<file path="config.mk">
export PLATFORM = sky130hd
export DESIGN_NAME = spiev_port
export DESIGN_NICKNAME = d
export VERILOG_FILES = /design/src/hdl/spiev_pkg.sv /design/src/hdl/spiev_port.sv
export SDC_FILE = /design/constraint.sdc
export NUM_CORES = 1
export LEC_CHECK = 0
export BUFFER_PORTS_ARGS = -buffer_cell sky130_fd_sc_hd__buf_2
export CAP_MARGIN = 5
export CORE_ASPECT_RATIO = 0.5
export CORE_MARGIN = 3
export CORE_UTILIZATION = 55
export DETAILED_ROUTE_END_ITERATION = 16
export PLACE_DENSITY = 0.8
export RECOVER_POWER = 50
export SLEW_MARGIN = 0
export SYNTH_ARGS = -nofsm -noshare
export SYNTH_HDL_FRONTEND = slang
export SYNTH_SLANG_ARGS = --single-unit
</file>
<file path="constraint.sdc">
create_clock -name pclk -period 3.9 [get_ports pclk]
set_input_delay 0.78 -clock pclk [delete_from_list [all_inputs] [get_ports pclk]]
set_output_delay 0.78 -clock pclk [all_outputs]
set_load 0.03 [all_outputs]
</file>
<file path="src/hdl/spiev_pkg.sv">
// constants, register map and state type of the serial port block
// assumes an apb master in front and a remote serial master or slave on the pins
// Function
// transfer-done flag sets at the end of every byte, master or slave.
// four event flags raise the interrupt when enabled; only software clears them.
// data write with full transmit buffer is dropped and sets write collision.
// select low in multi-master mode: mode fault, master and block disabled.
// slave byte done with unread receive byte: overrun, old byte kept.
// phase bit picks latch edge, polarity bit picks idle clock level.
// both ends of the link use the same phase and polarity.
// software disables the block before changing phase or polarity.
// clock-rate divider shapes the serial clock in master mode only.
// master bit rate never above half the system clock or 12.5 MHz.
// remote master keeps full-duplex rate at or below a tenth of clock.
// receive-only slave accepts bits up to a quarter of system clock.
// remote master drives select low two clocks before first edge.
// remote master waits two clocks after last edge before raising select.
// selected slave drives valid output within four clocks of select falling.
// slave releases output within four clocks of select rising.
// remote master holds slave input stable two clocks before sampling.
// remote master holds slave input two clocks after sampling edge.
// slave with phase one changes output six to eight clocks after byte.
// select-mode field: 00 three-wire, 01 slave/multi-master, 1x drive low bit.
// slave counts clock edges; after eight bits copies byte and sets done.
// master data write fills transmit buffer, moves on and starts when empty.
// four-wire slave resets bit counter on each select falling edge.
// bytes shift most significant bit first in both directions.
// master half-period is whole clocks, at least one, from divider.
package spiev_pkg;

    // register byte offsets
    localparam logic [11:0] CFG_OFS  = 12'h000;
    localparam logic [11:0] CTRL_OFS = 12'h004;
    localparam logic [11:0] DATA_OFS = 12'h008;
    localparam logic [11:0] RATE_OFS = 12'h00C;

    // configuration register fields
    localparam int CFG_BUSY   = 7;
    localparam int CFG_MST    = 6;
    localparam int CFG_CPHA   = 5;
    localparam int CFG_CPOL   = 4;
    localparam int CFG_SELD   = 3;
    localparam int CFG_SELIN  = 2;
    localparam int CFG_SHEMP  = 1;
    localparam int CFG_RXEMP  = 0;

    // control register fields
    localparam int CTRL_DONE  = 7;
    localparam int CTRL_WRITE_COLLISION_FLAG  = 6;
    localparam int CTRL_MODE_FAULT_FLAG  = 5;
    localparam int CTRL_OVR   = 4;
    localparam int CTRL_MODE  = 2;
    localparam int CTRL_IEN   = 1;
    localparam int CTRL_EN    = 0;

    // values after reset
    localparam logic [1:0] MODE_RST = 2'h1;
    localparam logic [7:0] RATE_RST = 8'h00;

    // select-mode encodings
    localparam logic [1:0] MODE_3W   = 2'h0;
    localparam logic [1:0] MODE_4WIN = 2'h1;

    // timing: clock rate, master rate ceiling, slave turn-around after a byte
    localparam longint SYSCLK_HZ    = 25000000;
    localparam longint MST_MAX_HZ   = 12500000;
    localparam int     MIN_HALF_CLK = int'((SYSCLK_HZ + 2 * MST_MAX_HZ - 1) / (2 * MST_MAX_HZ)) < 1 ? 1 :
                                      int'((SYSCLK_HZ + 2 * MST_MAX_HZ - 1) / (2 * MST_MAX_HZ));
    localparam int     SLH_MIN_CLK  = 6;
    localparam int     SLH_MAX_CLK  = 8;
    localparam logic [2:0] SLH_WAIT = 3'((SLH_MIN_CLK + SLH_MAX_CLK) / 2);
    localparam logic [3:0] LAST_EDGE = 4'hF;
    localparam logic [2:0] LAST_BIT  = 3'h7;

    typedef enum logic {M_IDLE, M_RUN} spiev_mstate_t;

endpackage

</file>
<file path="src/hdl/spiev_port.sv">
// serial port with four event flags, phase/polarity select and master rate divider
// assumes pins already synchronous to pclk; pad logic merges the enables into wires
`timescale 1ns/1ps
`default_nettype none
module spiev_port #(
    parameter int DIV_W = 8
) (
    input  wire logic              pclk,
    input  wire logic              presetn,
    input  wire logic              psel,
    input  wire logic              penable,
    input  wire logic              pwrite,
    input  wire logic [11:0]       paddr,
    input  wire logic [31:0]       pwdata,
    output logic      [31:0]       prdata,
    output logic                   pready,
    output logic                   pslverr,
    input  wire logic              sck_in,
    output logic                   sck_out,
    output logic                   sck_oe,
    input  wire logic              mosi_in,
    output logic                   mosi_out,
    output logic                   mosi_oe,
    input  wire logic              miso_in,
    output logic                   miso_out,
    output logic                   miso_oe,
    input  wire logic              select_line_in,
    output logic                   select_line_out,
    output logic                   select_line_oe,
    output logic                   irq
);

    // software-visible state
    logic                  master_enable_reg, master_enable_next;
    logic                  cpha_reg, cpha_next;
    logic                  cpol_reg, cpol_next;
    logic                  block_enable_reg, block_enable_next;
    logic                  irq_en_reg, irq_en_next;
    logic [1:0]            mode_reg, mode_next;
    logic [DIV_W-1:0]      rate_reg, rate_next;
    logic                  done_reg, done_next;
    logic                  write_collision_flag_reg, write_collision_flag_next;
    logic                  mode_fault_flag_reg, mode_fault_flag_next;
    logic                  ovr_reg, ovr_next;
    // shifter and buffers
    logic [7:0]            txb_reg, txb_next;
    logic                  txb_full_reg, txb_full_next;
    logic [7:0]            tx_sh_reg, tx_sh_next;
    logic [7:0]            rx_sh_reg, rx_sh_next;
    logic [7:0]            rxb_reg, rxb_next;
    logic                  rx_full_reg, rx_full_next;
    logic                  sh_empty_reg, sh_empty_next;
    logic [2:0]            bit_cnt_reg, bit_cnt_next;
    logic [2:0]            slh_cnt_reg, slh_cnt_next;
    // master clock generator
    spiev_pkg::spiev_mstate_t mstate_reg, mstate_next;
    logic [DIV_W:0]        div_cnt_reg, div_cnt_next;
    logic [3:0]            edge_cnt_reg, edge_cnt_next;
    logic                  sck_act_reg, sck_act_next;
    // previous pin samples for edge detection
    logic                  sck_prev_reg;
    logic                  sel_prev_reg;
    // registered pin and bus outputs
    logic                  sck_out_next, sck_oe_next, mosi_out_next, mosi_oe_next;
    logic                  miso_out_next, miso_oe_next, sel_out_next, sel_oe_next, irq_next;
    logic [31:0]           prdata_next;
    logic                  pready_next, pslverr_next;

    // combinational helpers
    logic                  commit, wr_cfg, wr_ctrl, wr_data, wr_rate, rd_data;
    logic                  sel_fall, selected, slave_act, mst_edge;
    logic                  lead, trail, sample_ev, shift_ev, din, byte_done, busy;
    logic [7:0]            rx_word;
    logic [DIV_W:0]        half_reload;

    // offsets known to the block
    function automatic logic addr_hit(input logic [11:0] a);
        addr_hit = (a == spiev_pkg::CFG_OFS) || (a == spiev_pkg::CTRL_OFS) ||
                   (a == spiev_pkg::DATA_OFS) || (a == spiev_pkg::RATE_OFS);
    endfunction

    // assembled read value for an offset
    function automatic logic [31:0] rd_word(input logic [11:0] a);
        rd_word = 32'h0000_0000;
        case (a)
            spiev_pkg::CFG_OFS: begin
                rd_word[spiev_pkg::CFG_BUSY]  = busy;
                rd_word[spiev_pkg::CFG_MST]   = master_enable_reg;
                rd_word[spiev_pkg::CFG_CPHA]  = cpha_reg;
                rd_word[spiev_pkg::CFG_CPOL]  = cpol_reg;
                rd_word[spiev_pkg::CFG_SELD]  = ~sel_prev_reg;
                rd_word[spiev_pkg::CFG_SELIN] = select_line_in;
                rd_word[spiev_pkg::CFG_SHEMP] = sh_empty_reg | master_enable_reg;
                rd_word[spiev_pkg::CFG_RXEMP] = ~rx_full_reg | master_enable_reg;
            end
            spiev_pkg::CTRL_OFS: begin
                rd_word[spiev_pkg::CTRL_DONE] = done_reg;
                rd_word[spiev_pkg::CTRL_WRITE_COLLISION_FLAG] = write_collision_flag_reg;
                rd_word[spiev_pkg::CTRL_MODE_FAULT_FLAG] = mode_fault_flag_reg;
                rd_word[spiev_pkg::CTRL_OVR]  = ovr_reg;
                rd_word[spiev_pkg::CTRL_MODE +: 2] = mode_reg;
                rd_word[spiev_pkg::CTRL_IEN]  = irq_en_reg;
                rd_word[spiev_pkg::CTRL_EN]   = block_enable_reg;
            end
            spiev_pkg::DATA_OFS: rd_word[7:0] = rxb_reg;
            spiev_pkg::RATE_OFS: rd_word[DIV_W-1:0] = rate_reg;
            default:             rd_word = 32'h0000_0000;
        endcase
    endfunction

    // apb slave: one wait state, so data and error come straight from flops
    always_comb begin
        commit       = psel & penable & pready;
        pready_next  = psel & penable & ~pready;
        prdata_next  = prdata;
        pslverr_next = 1'b0;
        if (psel & penable & ~pready) begin
            prdata_next  = pwrite ? 32'h0000_0000 : rd_word(paddr);
            pslverr_next = ~addr_hit(paddr);
        end
        wr_cfg  = commit & pwrite & (paddr == spiev_pkg::CFG_OFS);
        wr_ctrl = commit & pwrite & (paddr == spiev_pkg::CTRL_OFS);
        wr_data = commit & pwrite & (paddr == spiev_pkg::DATA_OFS);
        wr_rate = commit & pwrite & (paddr == spiev_pkg::RATE_OFS);
        rd_data = commit & ~pwrite & (paddr == spiev_pkg::DATA_OFS);
    end

    always_ff @(posedge pclk or negedge presetn) begin
        if (!presetn) begin
            pready  <= 1'b0;
            prdata  <= 32'h0000_0000;
            pslverr <= 1'b0;
        end else begin
            pready  <= pready_next;
            prdata  <= prdata_next;
            pslverr <= pslverr_next;
        end
    end

    // serial engine: software writes first, hardware events after so a set beats a clear
    always_comb begin
        master_enable_next = master_enable_reg;
        cpha_next          = cpha_reg;
        cpol_next          = cpol_reg;
        block_enable_next  = block_enable_reg;
        irq_en_next        = irq_en_reg;
        mode_next          = mode_reg;
        rate_next          = rate_reg;
        done_next          = done_reg;
        write_collision_flag_next          = write_collision_flag_reg;
        mode_fault_flag_next          = mode_fault_flag_reg;
        ovr_next           = ovr_reg;
        txb_next           = txb_reg;
        txb_full_next      = txb_full_reg;
        tx_sh_next         = tx_sh_reg;
        rx_sh_next         = rx_sh_reg;
        rxb_next           = rxb_reg;
        rx_full_next       = rx_full_reg;
        sh_empty_next      = sh_empty_reg;
        bit_cnt_next       = bit_cnt_reg;
        slh_cnt_next       = (slh_cnt_reg != 3'h0) ? slh_cnt_reg - 3'h1 : 3'h0;
        mstate_next        = mstate_reg;
        div_cnt_next       = div_cnt_reg;
        edge_cnt_next      = edge_cnt_reg;
        sck_act_next       = sck_act_reg;

        // half-period of whole clocks, never under the floor
        // divider only reaches the master clock generator
        half_reload = {1'b0, rate_reg} + (DIV_W + 1)'(spiev_pkg::MIN_HALF_CLK - 1);
        sel_fall  = sel_prev_reg & ~select_line_in;
        // select-mode decides whether the line selects us
        selected  = (mode_reg == spiev_pkg::MODE_3W) ||
                    ((mode_reg == spiev_pkg::MODE_4WIN) && !select_line_in);
        slave_act = block_enable_reg & ~master_enable_reg & selected;
        // one edge per half-period keeps the rate at or under half the clock
        mst_edge  = (mstate_reg == spiev_pkg::M_RUN) && (div_cnt_reg == '0);
        // leading edge leaves the polarity idle level; one pin sample per pclk
        if (master_enable_reg) begin
            lead  = mst_edge & ~sck_act_reg;
            trail = mst_edge & sck_act_reg;
        end else begin
            lead  = slave_act & ((sck_in ^ cpol_reg) & ~(sck_prev_reg ^ cpol_reg));
            trail = slave_act & (~(sck_in ^ cpol_reg) & (sck_prev_reg ^ cpol_reg));
        end
        // phase chooses the latch edge; the far end must use the same setting
        sample_ev = cpha_reg ? trail : lead;
        shift_ev  = cpha_reg ? lead : trail;
        din       = master_enable_reg ? miso_in : mosi_in;
        // msb first: new bits enter at the bottom
        rx_word   = sample_ev ? {rx_sh_reg[6:0], din} : rx_sh_reg;
        // slave byte ends on the eighth sampling edge
        byte_done = master_enable_reg ? (mst_edge && edge_cnt_reg == spiev_pkg::LAST_EDGE)
                                      : (sample_ev && bit_cnt_reg == spiev_pkg::LAST_BIT);
        busy      = (mstate_reg == spiev_pkg::M_RUN) || (slave_act && bit_cnt_reg != 3'h0);

        // flags clear only by writing zero
        if (wr_ctrl) begin
            if (!pwdata[spiev_pkg::CTRL_DONE]) done_next = 1'b0;
            if (!pwdata[spiev_pkg::CTRL_WRITE_COLLISION_FLAG]) write_collision_flag_next = 1'b0;
            if (!pwdata[spiev_pkg::CTRL_MODE_FAULT_FLAG]) mode_fault_flag_next = 1'b0;
            if (!pwdata[spiev_pkg::CTRL_OVR])  ovr_next  = 1'b0;
            mode_next         = pwdata[spiev_pkg::CTRL_MODE +: 2];
            irq_en_next       = pwdata[spiev_pkg::CTRL_IEN];
            block_enable_next = pwdata[spiev_pkg::CTRL_EN];
        end
        if (wr_cfg) begin
            master_enable_next = pwdata[spiev_pkg::CFG_MST];
            cpha_next          = pwdata[spiev_pkg::CFG_CPHA];
            cpol_next          = pwdata[spiev_pkg::CFG_CPOL];
        end
        if (wr_rate) rate_next = pwdata[DIV_W-1:0];
        if (rd_data) rx_full_next = 1'b0;
        // write into a still-full buffer is dropped
        if (wr_data) begin
            if (txb_full_reg) begin
                write_collision_flag_next = 1'b1;
            end else begin
                txb_next      = pwdata[7:0];
                txb_full_next = 1'b1;
            end
        end

        // master clock generator
        if (mstate_reg == spiev_pkg::M_RUN) begin
            if (mst_edge) begin
                div_cnt_next  = half_reload;
                sck_act_next  = ~sck_act_reg;
                edge_cnt_next = edge_cnt_reg + 4'h1;
            end else begin
                div_cnt_next = div_cnt_reg - (DIV_W + 1)'(1);
            end
        end
        if (sample_ev) begin
            rx_sh_next   = rx_word;
            bit_cnt_next = bit_cnt_reg + 3'h1;
        end
        // shift out from the top; first leading edge of phase one holds the msb
        if (shift_ev && bit_cnt_reg != 3'h0) tx_sh_next = {tx_sh_reg[6:0], 1'b0};
        if (!master_enable_reg && (lead || trail)) sh_empty_next = 1'b0;

        // every finished byte raises done
        if (byte_done) begin
            done_next     = 1'b1;
            sh_empty_next = 1'b1;
            mstate_next   = spiev_pkg::M_IDLE;
            sck_act_next  = 1'b0;
            // phase-one slave waits before its output may change
            if (!master_enable_reg && cpha_reg) slh_cnt_next = spiev_pkg::SLH_WAIT;
            // keep the unread byte, lose the new one
            if (!master_enable_reg && rx_full_next) begin
                ovr_next = 1'b1;
            end else begin
                rxb_next     = rx_word;
                rx_full_next = 1'b1;
            end
        end else if (sh_empty_reg && txb_full_reg && slh_cnt_reg == 3'h0 && block_enable_reg) begin
            // empty shifter takes the buffer at once and a master starts
            tx_sh_next    = txb_reg;
            txb_full_next = 1'b0;
            sh_empty_next = 1'b0;
            if (master_enable_reg) begin
                mstate_next   = spiev_pkg::M_RUN;
                div_cnt_next  = half_reload;
                edge_cnt_next = 4'h0;
                sck_act_next  = 1'b0;
                bit_cnt_next  = 3'h0;
            end
        end
        if (wr_data && !txb_full_reg) txb_full_next = 1'b1;

        // select falling restarts the slave bit count
        if (sel_fall && !master_enable_reg && mode_reg == spiev_pkg::MODE_4WIN) bit_cnt_next = 3'h0;
        // another master took the bus: fault and back off
        if (sel_fall && block_enable_reg && master_enable_reg && mode_reg == spiev_pkg::MODE_4WIN) begin
            mode_fault_flag_next          = 1'b1;
            master_enable_next = 1'b0;
            block_enable_next  = 1'b0;
        end
        // disabled block drops any transfer; a three-wire slave's bit count only restarts here
        if (!block_enable_next || master_enable_next != master_enable_reg) begin
            mstate_next   = spiev_pkg::M_IDLE;
            sck_act_next  = 1'b0;
            bit_cnt_next  = 3'h0;
            slh_cnt_next  = 3'h0;
            sh_empty_next = 1'b1;
        end

        // pins come from flops; R15 R16 output enable follows select within one clock
        sck_out_next  = sck_act_next ^ cpol_next;
        sck_oe_next   = block_enable_next & master_enable_next;
        mosi_out_next = tx_sh_next[7];
        mosi_oe_next  = block_enable_next & master_enable_next;
        miso_out_next = tx_sh_next[7];
        miso_oe_next  = block_enable_next & ~master_enable_next & selected;
        sel_out_next  = mode_next[0];
        sel_oe_next   = block_enable_next & mode_next[1];
        // any set flag requests service when enabled
        irq_next      = irq_en_next & (done_next | write_collision_flag_next | mode_fault_flag_next | ovr_next);
    end

    always_ff @(posedge pclk or negedge presetn) begin
        if (!presetn) begin
            master_enable_reg <= 1'b0;
            cpha_reg          <= 1'b0;
            cpol_reg          <= 1'b0;
            block_enable_reg  <= 1'b0;
            irq_en_reg        <= 1'b0;
            mode_reg          <= spiev_pkg::MODE_RST;
            rate_reg          <= spiev_pkg::RATE_RST[DIV_W-1:0];
            done_reg          <= 1'b0;
            write_collision_flag_reg          <= 1'b0;
            mode_fault_flag_reg          <= 1'b0;
            ovr_reg           <= 1'b0;
            txb_reg           <= 8'h00;
            txb_full_reg      <= 1'b0;
            tx_sh_reg         <= 8'h00;
            rx_sh_reg         <= 8'h00;
            rxb_reg           <= 8'h00;
            rx_full_reg       <= 1'b0;
            sh_empty_reg      <= 1'b1;
            bit_cnt_reg       <= 3'h0;
            slh_cnt_reg       <= 3'h0;
            mstate_reg        <= spiev_pkg::M_IDLE;
            div_cnt_reg       <= '0;
            edge_cnt_reg      <= 4'h0;
            sck_act_reg       <= 1'b0;
            sck_prev_reg      <= 1'b0;
            sel_prev_reg      <= 1'b1;
            sck_out           <= 1'b0;
            sck_oe            <= 1'b0;
            mosi_out          <= 1'b0;
            mosi_oe           <= 1'b0;
            miso_out          <= 1'b0;
            miso_oe           <= 1'b0;
            select_line_out   <= 1'b1;
            select_line_oe    <= 1'b0;
            irq               <= 1'b0;
        end else begin
            master_enable_reg <= master_enable_next;
            cpha_reg          <= cpha_next;
            cpol_reg          <= cpol_next;
            block_enable_reg  <= block_enable_next;
            irq_en_reg        <= irq_en_next;
            mode_reg          <= mode_next;
            rate_reg          <= rate_next;
            done_reg          <= done_next;
            write_collision_flag_reg          <= write_collision_flag_next;
            mode_fault_flag_reg          <= mode_fault_flag_next;
            ovr_reg           <= ovr_next;
            txb_reg           <= txb_next;
            txb_full_reg      <= txb_full_next;
            tx_sh_reg         <= tx_sh_next;
            rx_sh_reg         <= rx_sh_next;
            rxb_reg           <= rxb_next;
            rx_full_reg       <= rx_full_next;
            sh_empty_reg      <= sh_empty_next;
            bit_cnt_reg       <= bit_cnt_next;
            slh_cnt_reg       <= slh_cnt_next;
            mstate_reg        <= mstate_next;
            div_cnt_reg       <= div_cnt_next;
            edge_cnt_reg      <= edge_cnt_next;
            sck_act_reg       <= sck_act_next;
            sck_prev_reg      <= sck_in;
            sel_prev_reg      <= select_line_in;
            sck_out           <= sck_out_next;
            sck_oe            <= sck_oe_next;
            mosi_out          <= mosi_out_next;
            mosi_oe           <= mosi_oe_next;
            miso_out          <= miso_out_next;
            miso_oe           <= miso_oe_next;
            select_line_out   <= sel_out_next;
            select_line_oe    <= sel_oe_next;
            irq               <= irq_next;
        end
    end

endmodule // spiev_port
`default_nettype wire

</file>
Yosys cells after proc, flatten, opt, wreduce, memory -nomap -nowiden
Index checks and enable logic that the tools add are counted.
{ "op_classes": {"magnitude_cmp": 0, "n_shift": 0, "mux": 75, "n_eq_ne": 7, "bitwise_logic": 45, "n_mul": 0, "reduce_logical": 41, "addsub": 4, "div_mod_pow": 0} }
{ "ops": {"columns": ["op", "n"], "rows": [
  ["2-to-1 mux 1 bit", 48],
  ["2-to-1 mux 9 bit", 5],
  ["2-to-1 mux 8 bit", 5],
  ["case mux 8 bit (4 select lines)", 1],
  ["2-to-1 mux 3 bit", 10],
  ["AND 1 bit", 24],
  ["equality test 12 x 4 -> 1 bit, second input constant", 2],
  ["2-to-1 mux 4 bit", 5],
  ["logical AND 1 bit", 18],
  ["inverter 1 bit", 13],
  ["equality test 12 x 3 -> 1 bit, second input constant", 1],
  ["zero test 12 bit", 1],
  ["nonzero test 3 bit", 4],
  ["zero test 9 bit", 1],
  ["subtractor 9 x 1 -> 9 bit, second input constant", 1],
  ["logical OR 1 bit", 7],
  ["AND reduction 2 bit", 3],
  ["OR 1 bit", 5],
  ["adder 4 x 1 -> 4 bit, second input constant", 1],
  ["equality test 4 bit, second input constant", 1],
  ["zero test 1 bit", 4],
  ["nonzero test 4 bit", 1],
  ["adder 3 x 1 -> 3 bit, second input constant", 1],
  ["equality test 3 bit, second input constant", 1],
  ["other kinds (7)", 9]
]} }
{ "word_totals": {"elab_cells": 208, "ramBits": 0, "mem_bits_ro": 0, "reg_bits": 118, "output_inout_bits": 43, "latch_bits": 0, "memories": 0} }

Depth between registers and ports, before layout
Gate-level depths: netlist of the first run.
{ "depth": {"word_depth": 14, "mapped_depth": 12} }

Least setup slack after synthesis of the first run
Ideal clock, no wire load.
{ "synth_path": {"path_type": "register to register", "start": "register div_cnt_reg[2]", "end": "register rxb_reg[6]", "arrival_time_ns": 2.819, "path_buffers": 2, "stages_incl_launch_ff": 10, "path_slack_ns": 0.956, "period_less_slack_ns": 2.944, "cell_sequence": "dfrtp_1 > or3_4 > nor4b_4 > buf_2 > ha_1 > nand2_1 > a32oi_4 > buf_6 > mux2_4 > mux2_4"} }
{ "synth_between": {"elab_chain_len": 8, "word_cells_on_any_way": 12, "cone_classes": "mux (5); bitwise (2); reduce/logical (5)"} }
{ "synth_lines": {"columns": ["item", "line_no", "source"], "rows": [
  ["from (decl)", "spiev_port.sv:57", "logic [DIV_W:0] div_cnt_reg, div_cnt_next;"],
  ["from (signal assigned)", "spiev_port.sv:360", "div_cnt_reg <= div_cnt_next;"],
  ["zero test 9 bit (*)", "spiev_port.sv:176", "mst_edge = (mstate_reg == spiev_pkg::M_RUN) && (div_cnt_reg == '0);"],
  ["logical AND 1 bit (*)", "spiev_port.sv:176", null],
  ["AND 1 bit (on tied branches)", "spiev_port.sv:179, spiev_port.sv:180", null],
  ["2-to-1 mux 1 bit", "spiev_port.sv:178", "if (master_enable_reg) begin"],
  ["2-to-1 mux 1 bit", "spiev_port.sv:186", "sample_ev = cpha_reg ? trail : lead;"],
  ["logical AND 1 bit", "spiev_port.sv:193", ": (sample_ev && bit_cnt_reg == spiev_pkg::LAST_BIT);"],
  ["2-to-1 mux 1 bit", "spiev_port.sv:192", "byte_done = master_enable_reg ? (mst_edge && edge_cnt_reg == spiev_pkg::LAST_EDGE)"],
  ["AND reduction 2 bit (no line)", null, null],
  ["to (signal assigned)", "spiev_port.sv:354", "rxb_reg <= rxb_next;"],
  ["to (decl)", "spiev_port.sv:50", "logic [7:0] rxb_reg, rxb_next;"]
]} }
Mark *: on every way between the ends. The rest lies on a longest branch, timed or not.
A chain may end at the register's enable or synchronous reset.

Final worst setup path of the first run
{ "layout_path": {"start": "register div_cnt_reg[2]", "end": "register rxb_reg[5]"} }
The elaborated chain is that of the path after synthesis.

==> results of run 1 <==
## metrics by stage
step | std cells | instance area, um2
2_1_floorplan | 451 | 4848
3_3_place_gp | 573 | 4982
5_1_grt | 589 | 5273
3_5_place_dp | 573 | 4982
4_1_cts | 589 | 5306
6_report | 589 | 5273
## layer usage
| metal | part of all wire | wire, um | track usage |
|---|---|---|---|
| met1 | 0.44 | 4661 | 0.3121 |
| met2 | 0.47 | 4932 | 0.3521 |
| met3 | 0.079 | 829 | 0.06732 |
| met4 | 0.0081 | 85 | 0.06084 |
| met5 | 0 | 0 | 0 |
## where the power goes
group / leakage (nW) / switching, mW / internal, mW
logic: 1.17 / 0.0798 / 0.0180
clock network: 0.156 / 0.380 / 0.566
registers: 1.27 / 0.00237 / 0.958
total: 2.59 / 0.463 / 1.54
## cell type report
cell class | instances | area, um2 | share of cell area
sequential | 92 | 2306 | 0.4374
multi-input combinational | 307 | 2216 | 0.4203
timing repair buffer | 50 | 241.5 | 0.04580
clock buffer | 9 | 225.2 | 0.04271
tap | 112 | 140.1 | 0.02658
clock inverter | 7 | 98.84 | 0.01875
inverter | 12 | 45.04 | 0.008543
## cells by family (layout without fill, tap and decap cells)
kind of cell               Yosys count  after routing  synth area share
and+or+nand+nor                    136            136            0.1663
DFF                                 92             92            0.4842
AOI/OAI and AO/OA                   78             78            0.1167
muxes                               53             53            0.1301
buffers and inverters               52             78           0.06542
adders and majority gates            9              9           0.02365
xor gates and xnor gates             7              7           0.01287
other                                1             24         0.0007875
## worst max path at each step
stage / startpoint / end / slack, ns / cells past startpoint
floorplan: div_cnt_reg[2] / rxb_reg[6] / 0.96 / 9
global placement: div_cnt_reg[2] / rxb_reg[2] / 0.89 / 8
detailed placement: div_cnt_reg[2] / rxb_reg[5] / 0.80 / 8
CTS: div_cnt_reg[2] / rxb_reg[5] / 0.77 / 8
global route: div_cnt_reg[0] / rxb_reg[5] / 0.53 / 10
finish: div_cnt_reg[2] / rxb_reg[5] / 0.78 / 8
## placed cells by master, fill, tap and decap left out, drive strengths merged, types with 2 or more instances in the layout
| cell | count |
|---|---|
| a21boi | 2 |
| a21oi | 17 |
| a222oi | 7 |
| and2b | 2 |
| and3 | 3 |
| and3b | 2 |
| and4 | 5 |
| buf | 39 |
| bufinv | 2 |
| clkbuf | 20 |
| clkinv | 2 |
| conb | 24 |
| dfrtp | 89 |
| dfstp | 3 |
| ha | 9 |
| inv | 14 |
| mux2 | 41 |
| mux2i | 12 |
| nand2 | 51 |
| nand2b | 4 |
| nand3 | 5 |
| nand3b | 3 |
| nand4 | 5 |
| nor2 | 26 |
| nor3 | 10 |
| nor3b | 3 |
| nor4 | 5 |
| nor4b | 2 |
| o211ai | 4 |
| o21a | 3 |
| o21ai | 31 |
| or2 | 3 |
| or3 | 3 |
| xnor2 | 3 |
| xor2 | 4 |
## worst min-delay path: stages (launching register included)
cell	delay, ns
dfrtp_1	0.34
nand2_1	0.05
o21ai_0	0.06
==> run_results.csv, run 1 <==
group,metric,value,unit
critical_path,required,4.12,ns
critical_path,end_kind,"flop",
synth,synth_top_area_frac,0.4677,
critical_path,critical_path.cell_chain,"or3_4 > nor4b_4 > ha_1 > nand2_1 > a32oi_4 > nand3_2 > nand2_4 > mux2_1",
synth,async_flop_share,1.000,
critical_path,rr_startpoint,"div_cnt_reg[2]",
finish,nets,534,
global_route,antenna_found_initial,0,
critical_path,critical_path_class,"flop to flop",
power_and_ir_drop,total_power,2.004,mW
finish,largest_reg_flops,9,
die,initial_core_util,0.5806,
die,ios,96,
synth,syn_avg_cell_area,11.13,um2
critical_path,path_max_fanout,18,
synth,synth_seq_cells,92,
worst_hold_path,holdPathStages,2,
cts,clockBufferDepth,2,
global_route,first_global_vias,3246,
synth,synth_warnings,0,
critical_path,reg2reg_to,"rxb_reg[5]",
critical_path,arrival,3.34,ns
critical_path,critPathMaxStageDelay,0.74,ns
route,drc,0,
job,cap_violations,1,
timing,setup_ws,0.7846,ns
critical_path,crit_family,"simple AND/OR/NAND/NOR gates",
timing,rsz0062_at_grt,"false",
global_route,grt_max_degree,49,
synth,synth.area.top_cells,"dfrtp_1, mux2_2, buf_4, nand2_1, mux2_4",
synth,ys_types,70,
critical_path,cpMaxStageDelayCell,"a32oi_4",
route,ant_nets,0,
synth,synthesis.area,4762,um2
place,dp_slack,0.7991,ns
route,drt_pass1_iterations,8,
global_route,grt-ovfl-total,0,
synth,synth_cells,428,
synth,synth_edf_count,0,
power_and_ir_drop,powerDensity,380.2,nW/um2
synth,synthTopCellsByCount,"dfrtp_1, nand2_1, buf_4, nor2_1, mux2_2",
timing,setup_tns,0,ns
worst_hold_path,hp-start,"prdata[1]",
cts,cts_tree,"built",
critical_path,worst-path-buf-inv,0,
cts,ctsHoldBuffers,0,
critical_path,startpoint_type,"flop",
timing,period_minus_slack,3.115,ns
die,dieArea,9878,um2
timing,worstMarginPinSlew,2.513,ns
cts,path_clk_slew,0.07,ns
finish,post-route-util,0.6429,
die,rows,23,
critical_path,rrSetupSlack,0.78,ns
finish,area_growth,10.72,%
global_route,grt_pass1_wl,17.11,mm
timing,post-route-period-util,0.7988,
die,die_w,137.6,um
cts,post_cts_buffers,0,
status,violations,"max-capacitance violations, max-slew violations",
cts,clock_latency,0.34,ns
route,wl_per_cell,17.84,um
synth,synthMostInstantiatedCell,"dfrtp_1",
place,dp_hpwl,7.600,mm
power_and_ir_drop,power.leakage,2.589,nW
die,coreArea,8202,um2
timing,drv_slew,49,
finish,drive_gt1_frac,0.2474,
timing,max_freq,0.3210,GHz
timing,holdWs,0.4770,ns
place,io_buffers,47,
worst_hold_path,hold_path_class,"flop to flop",
synth,yosysSeqAreaShare,0.4842,
die,fp.dieH,71.80,um
place,place.gp.congestion,0.8876,
synth,ys.flop_type,"dfrtp_1",
route,drt_wl_total,10.51,mm
timing,skew,0.006900,ns
route,drt_iter0_markers,314,
cts,clock-sinks,92,
timing,finalHoldViolCount,0,
global_route,grt_usage,0.2261,
synth,yosys.area.top_type,"dfrtp_1",
timing,slew_headroom,-0.6752,
finish,nFillCells,631,
cts,htreeDepth,3,
cts,cts-buffers-inserted,9,
finish,diodes,0,
cts,post_cts_resized,0,
worst_hold_path,min_to,"prdata[1]",
power_and_ir_drop,ir_drop,0.2825,mV
timing,setup_violations,0,
status,status,"finished, violations left",
route,vias_per_cell,5.883,
critical_path,reg2regPathDepth,8,
cts,clockRootBuffer,"clkbuf_16",
route,via_count,3465,
No activity file was read; power rests on OpenSTA's default activity.
==> run 2, diff against run 1 <==
ABC_AREA = 1   (was unset)
CORE_UTILIZATION = 56   (was 55)
PLACE_DENSITY = 0.81   (was 0.8)
clock period = 3.03 ns   (was 3.9 ns; I/O delays follow)
==> run 2 against run 1 <==
Net effect: the run now ends clean; synthesized cell count up 42%; sequential share of layout area down 1.8 points; worst hold slack worse by 0.10 ns; sequential power up 48%; via count up 19%; highest routed layer unchanged; clock skew down 0.0013 ns; clock power up 19%; synthesized area up 5.2%; utilization up 1.7 points.
==> run_results.csv, run 2 <==
group,metric,value,unit
timing,setup_violations,0,
route,wl_met1,5.188,mm
timing,worstMarginPinSlew,1.262,ns
finish,final_common_cell,"nand2_1",
place,io_buffers,47,
cts,clockRootBuffer,"clkbuf_16",
route,drt_iter0_markers,295,
power_and_ir_drop,clockPowerShare,0.364,
route,drt_wl_total,11.63,mm
route,top_layer,"met4",
power_and_ir_drop,pwr-share-seq,0.461,
worst_hold_path,hold_path_class,"primary input to flop",
synth,synth_cells,607,
finish,area_growth,9.890,%
power_and_ir_drop,p_switching,0.9080,mW
global_route,antenna_found_initial,0,
timing,skew,0.005584,ns
route,drt_pass1_iterations,5,
job,cap_violations,0,
route,wl_per_cell,15.05,um
power_and_ir_drop,powerDensity,561.6,nW/um2
finish,drive_gt1_frac,0.1876,
die,die_w,139.8,um
timing,rsz0062_at_grt,"false",
critical_path,reg2regPathDepth,17,
cts,clock-sinks,92,
route,vias_per_cell,5.340,
synth,synthMostInstantiatedCell,"nand2_1",
synth,synth_edf_count,0,
synth,yosysSeqAreaShare,0.4603,
route,drc,0,
critical_path,arrival,2.82,ns
route,met2_length,5.277,mm
cts,cts-buffers-inserted,9,
synth,synthTopCellsByCount,"nand2_1, dfrtp_1, inv_1",
cts,clockBufferDepth,2,
critical_path,critPathLaunch,"div_cnt_reg[0]",
finish,post-route-util,0.6597,
timing,period_minus_slack,2.539,ns
critical_path,end_kind,"flop",
global_route,grt_pass1_wl,18.89,mm
global_route,grt-ovfl-total,0,
die,rows,23,
critical_path,rrSetupSlack,0.49,ns
synth,synth.area.top_cells,"dfrtp_1, nand2_1, inv_1, o21ai_0, buf_4",
cts,cts_tree,"built",
route,met3WireLength,954,um
synth,synth_top_area_frac,0.4446,
critical_path,rr_startpoint,"div_cnt_reg[0]",
worst_hold_path,hp-start,"select_line_in",
timing,finalHoldViolCount,0,
die,ios,96,
place,dp.cells,757,
synth,syn_avg_cell_area,8.253,um2
timing,post-route-period-util,0.8379,
power_and_ir_drop,p_int,2.184,mW
global_route,grt_usage,0.2355,
cts,htreeDepth,3,
die,coreArea,8346,um2
finish,fin_cells,773,
route,via_count,4128,
timing,setup_tns,0,ns
synth,async_flop_share,1.000,
status,status,"finished, final reports clean",
place,dp_hpwl,8.528,mm
synth,yosys.area.top_type,"dfrtp_1",
synth,ys_types,44,
timing,holdWs,0.3740,ns
critical_path,reg2reg_to,"rxb_reg[7]",
synth,synthesis.area,5010,um2
power_and_ir_drop,power.leakage,2.902,nW
cts,clock_latency,0.34,ns
cts,post_cts_buffers,0,
route,ant_nets,0,
place,place.gp.congestion,0.9677,
cts,post_cts_resized,0,
timing,slew_headroom,0.1587,
synth,synth_seq_cells,92,
timing,max_freq,0.3939,GHz
die,fp.dieH,72.88,um
critical_path,path_max_fanout,9,
power_and_ir_drop,combPwrFrac,0.175,
critical_path,startpoint_type,"flop",
finish,largest_reg_flops,9,
cts,ctsHoldBuffers,0,
power_and_ir_drop,p_sw_frac,0.2937,
critical_path,critical_path_class,"flop to flop",
finish,nets,718,
worst_hold_path,holdPathStages,1,
synth,synth_warnings,0,
die,initial_core_util,0.6003,
global_route,first_global_vias,3847,
die,dieArea,10190,um2
worst_hold_path,min_to,"sel_prev_reg",
finish,layout_common_cells,"nand2_1, dfrtp_1, inv_1",
power_and_ir_drop,total_power,3.092,mW
power_and_ir_drop,ir_drop,0.3153,mV
synth,ys.flop_type,"dfrtp_1",
cts,path_clk_slew,0.07,ns
finish,diodes,0,
critical_path,required,3.31,ns
global_route,grt_max_degree,52,
timing,drv_slew,0,
## run 2: per-layer routing
metal  vias to the layer above  track usage
li1                       1992            -
met1                      1941       0.3224
met2                       172       0.3630
met3                        23      0.07330
met4                         0      0.07734
met5                         -            0
## run 2: worst max-delay path by stage
stage,to
2_1_floorplan,tx_sh_reg[5]
3_3_place_gp,irq
3_5_place_dp,rxb_reg[0]
4_1_cts,rxb_reg[7]
5_1_grt,rxb_reg[7]
6_report,rxb_reg[7]
## run 2: kinds of logic (layout without fill, tap and decap cells)
group,after synthesis,count (layout),synth area share
fa+ha+maj,9,9,0.02248
xor+xnor,5,5,0.008743
buf+inv,124,155,0.1219
compound gates,99,99,0.1119
other cells,1,24,0.0007485
simple gates,277,277,0.2740
flops,92,92,0.4603
## run 2: critical path: stages (launching register included)
cell	delay [ns]
dfrtp_1	0.36
inv_1	0.10
ha_1	0.21
nand3_2	0.15
nor2_4	0.18
nand3_4	0.14
inv_4	0.13
ha_1	0.16
nand2_1	0.14
nand2_1	0.11
nand2_1	0.06
nand2_2	0.08
nand3_1	0.11
nand2_2	0.15
nand2_4	0.12
inv_4	0.12
nand2_1	0.07
nand2_1	0.08
## run 2: power groups by stage
stage	combinational, mW	sequential [mW]	clock (mW)
CTS	0.545	1.42	1.13
finish	0.542	1.42	1.13
global placement	0.511	1.44	0
floorplan	0.411	1.44	0
global route	0.613	1.44	1.19
detailed placement	0.539	1.44	0
## run 2: area by class of cell
type / instances / area, um2
well taps: 112 / 140.1
multi-input cells: 414 / 2167
repair buffers: 52 / 264.0
clock inverters: 5 / 52.55
fillers: 702 / 2840
inverters: 87 / 332.8
flip-flops and latches: 92 / 2306
clock buffers: 11 / 242.7
## run 2: through the flow
step / worst slack [ns] / area (um2)
6_report: 0.4912 / 5505
5_1_grt: 0.3343 / 5505
4_1_cts: 0.5208 / 5542
3_5_place_dp: 0.6082 / 5246
3_3_place_gp: 0.6948 / 5246
2_1_floorplan: 0.9095 / 5096
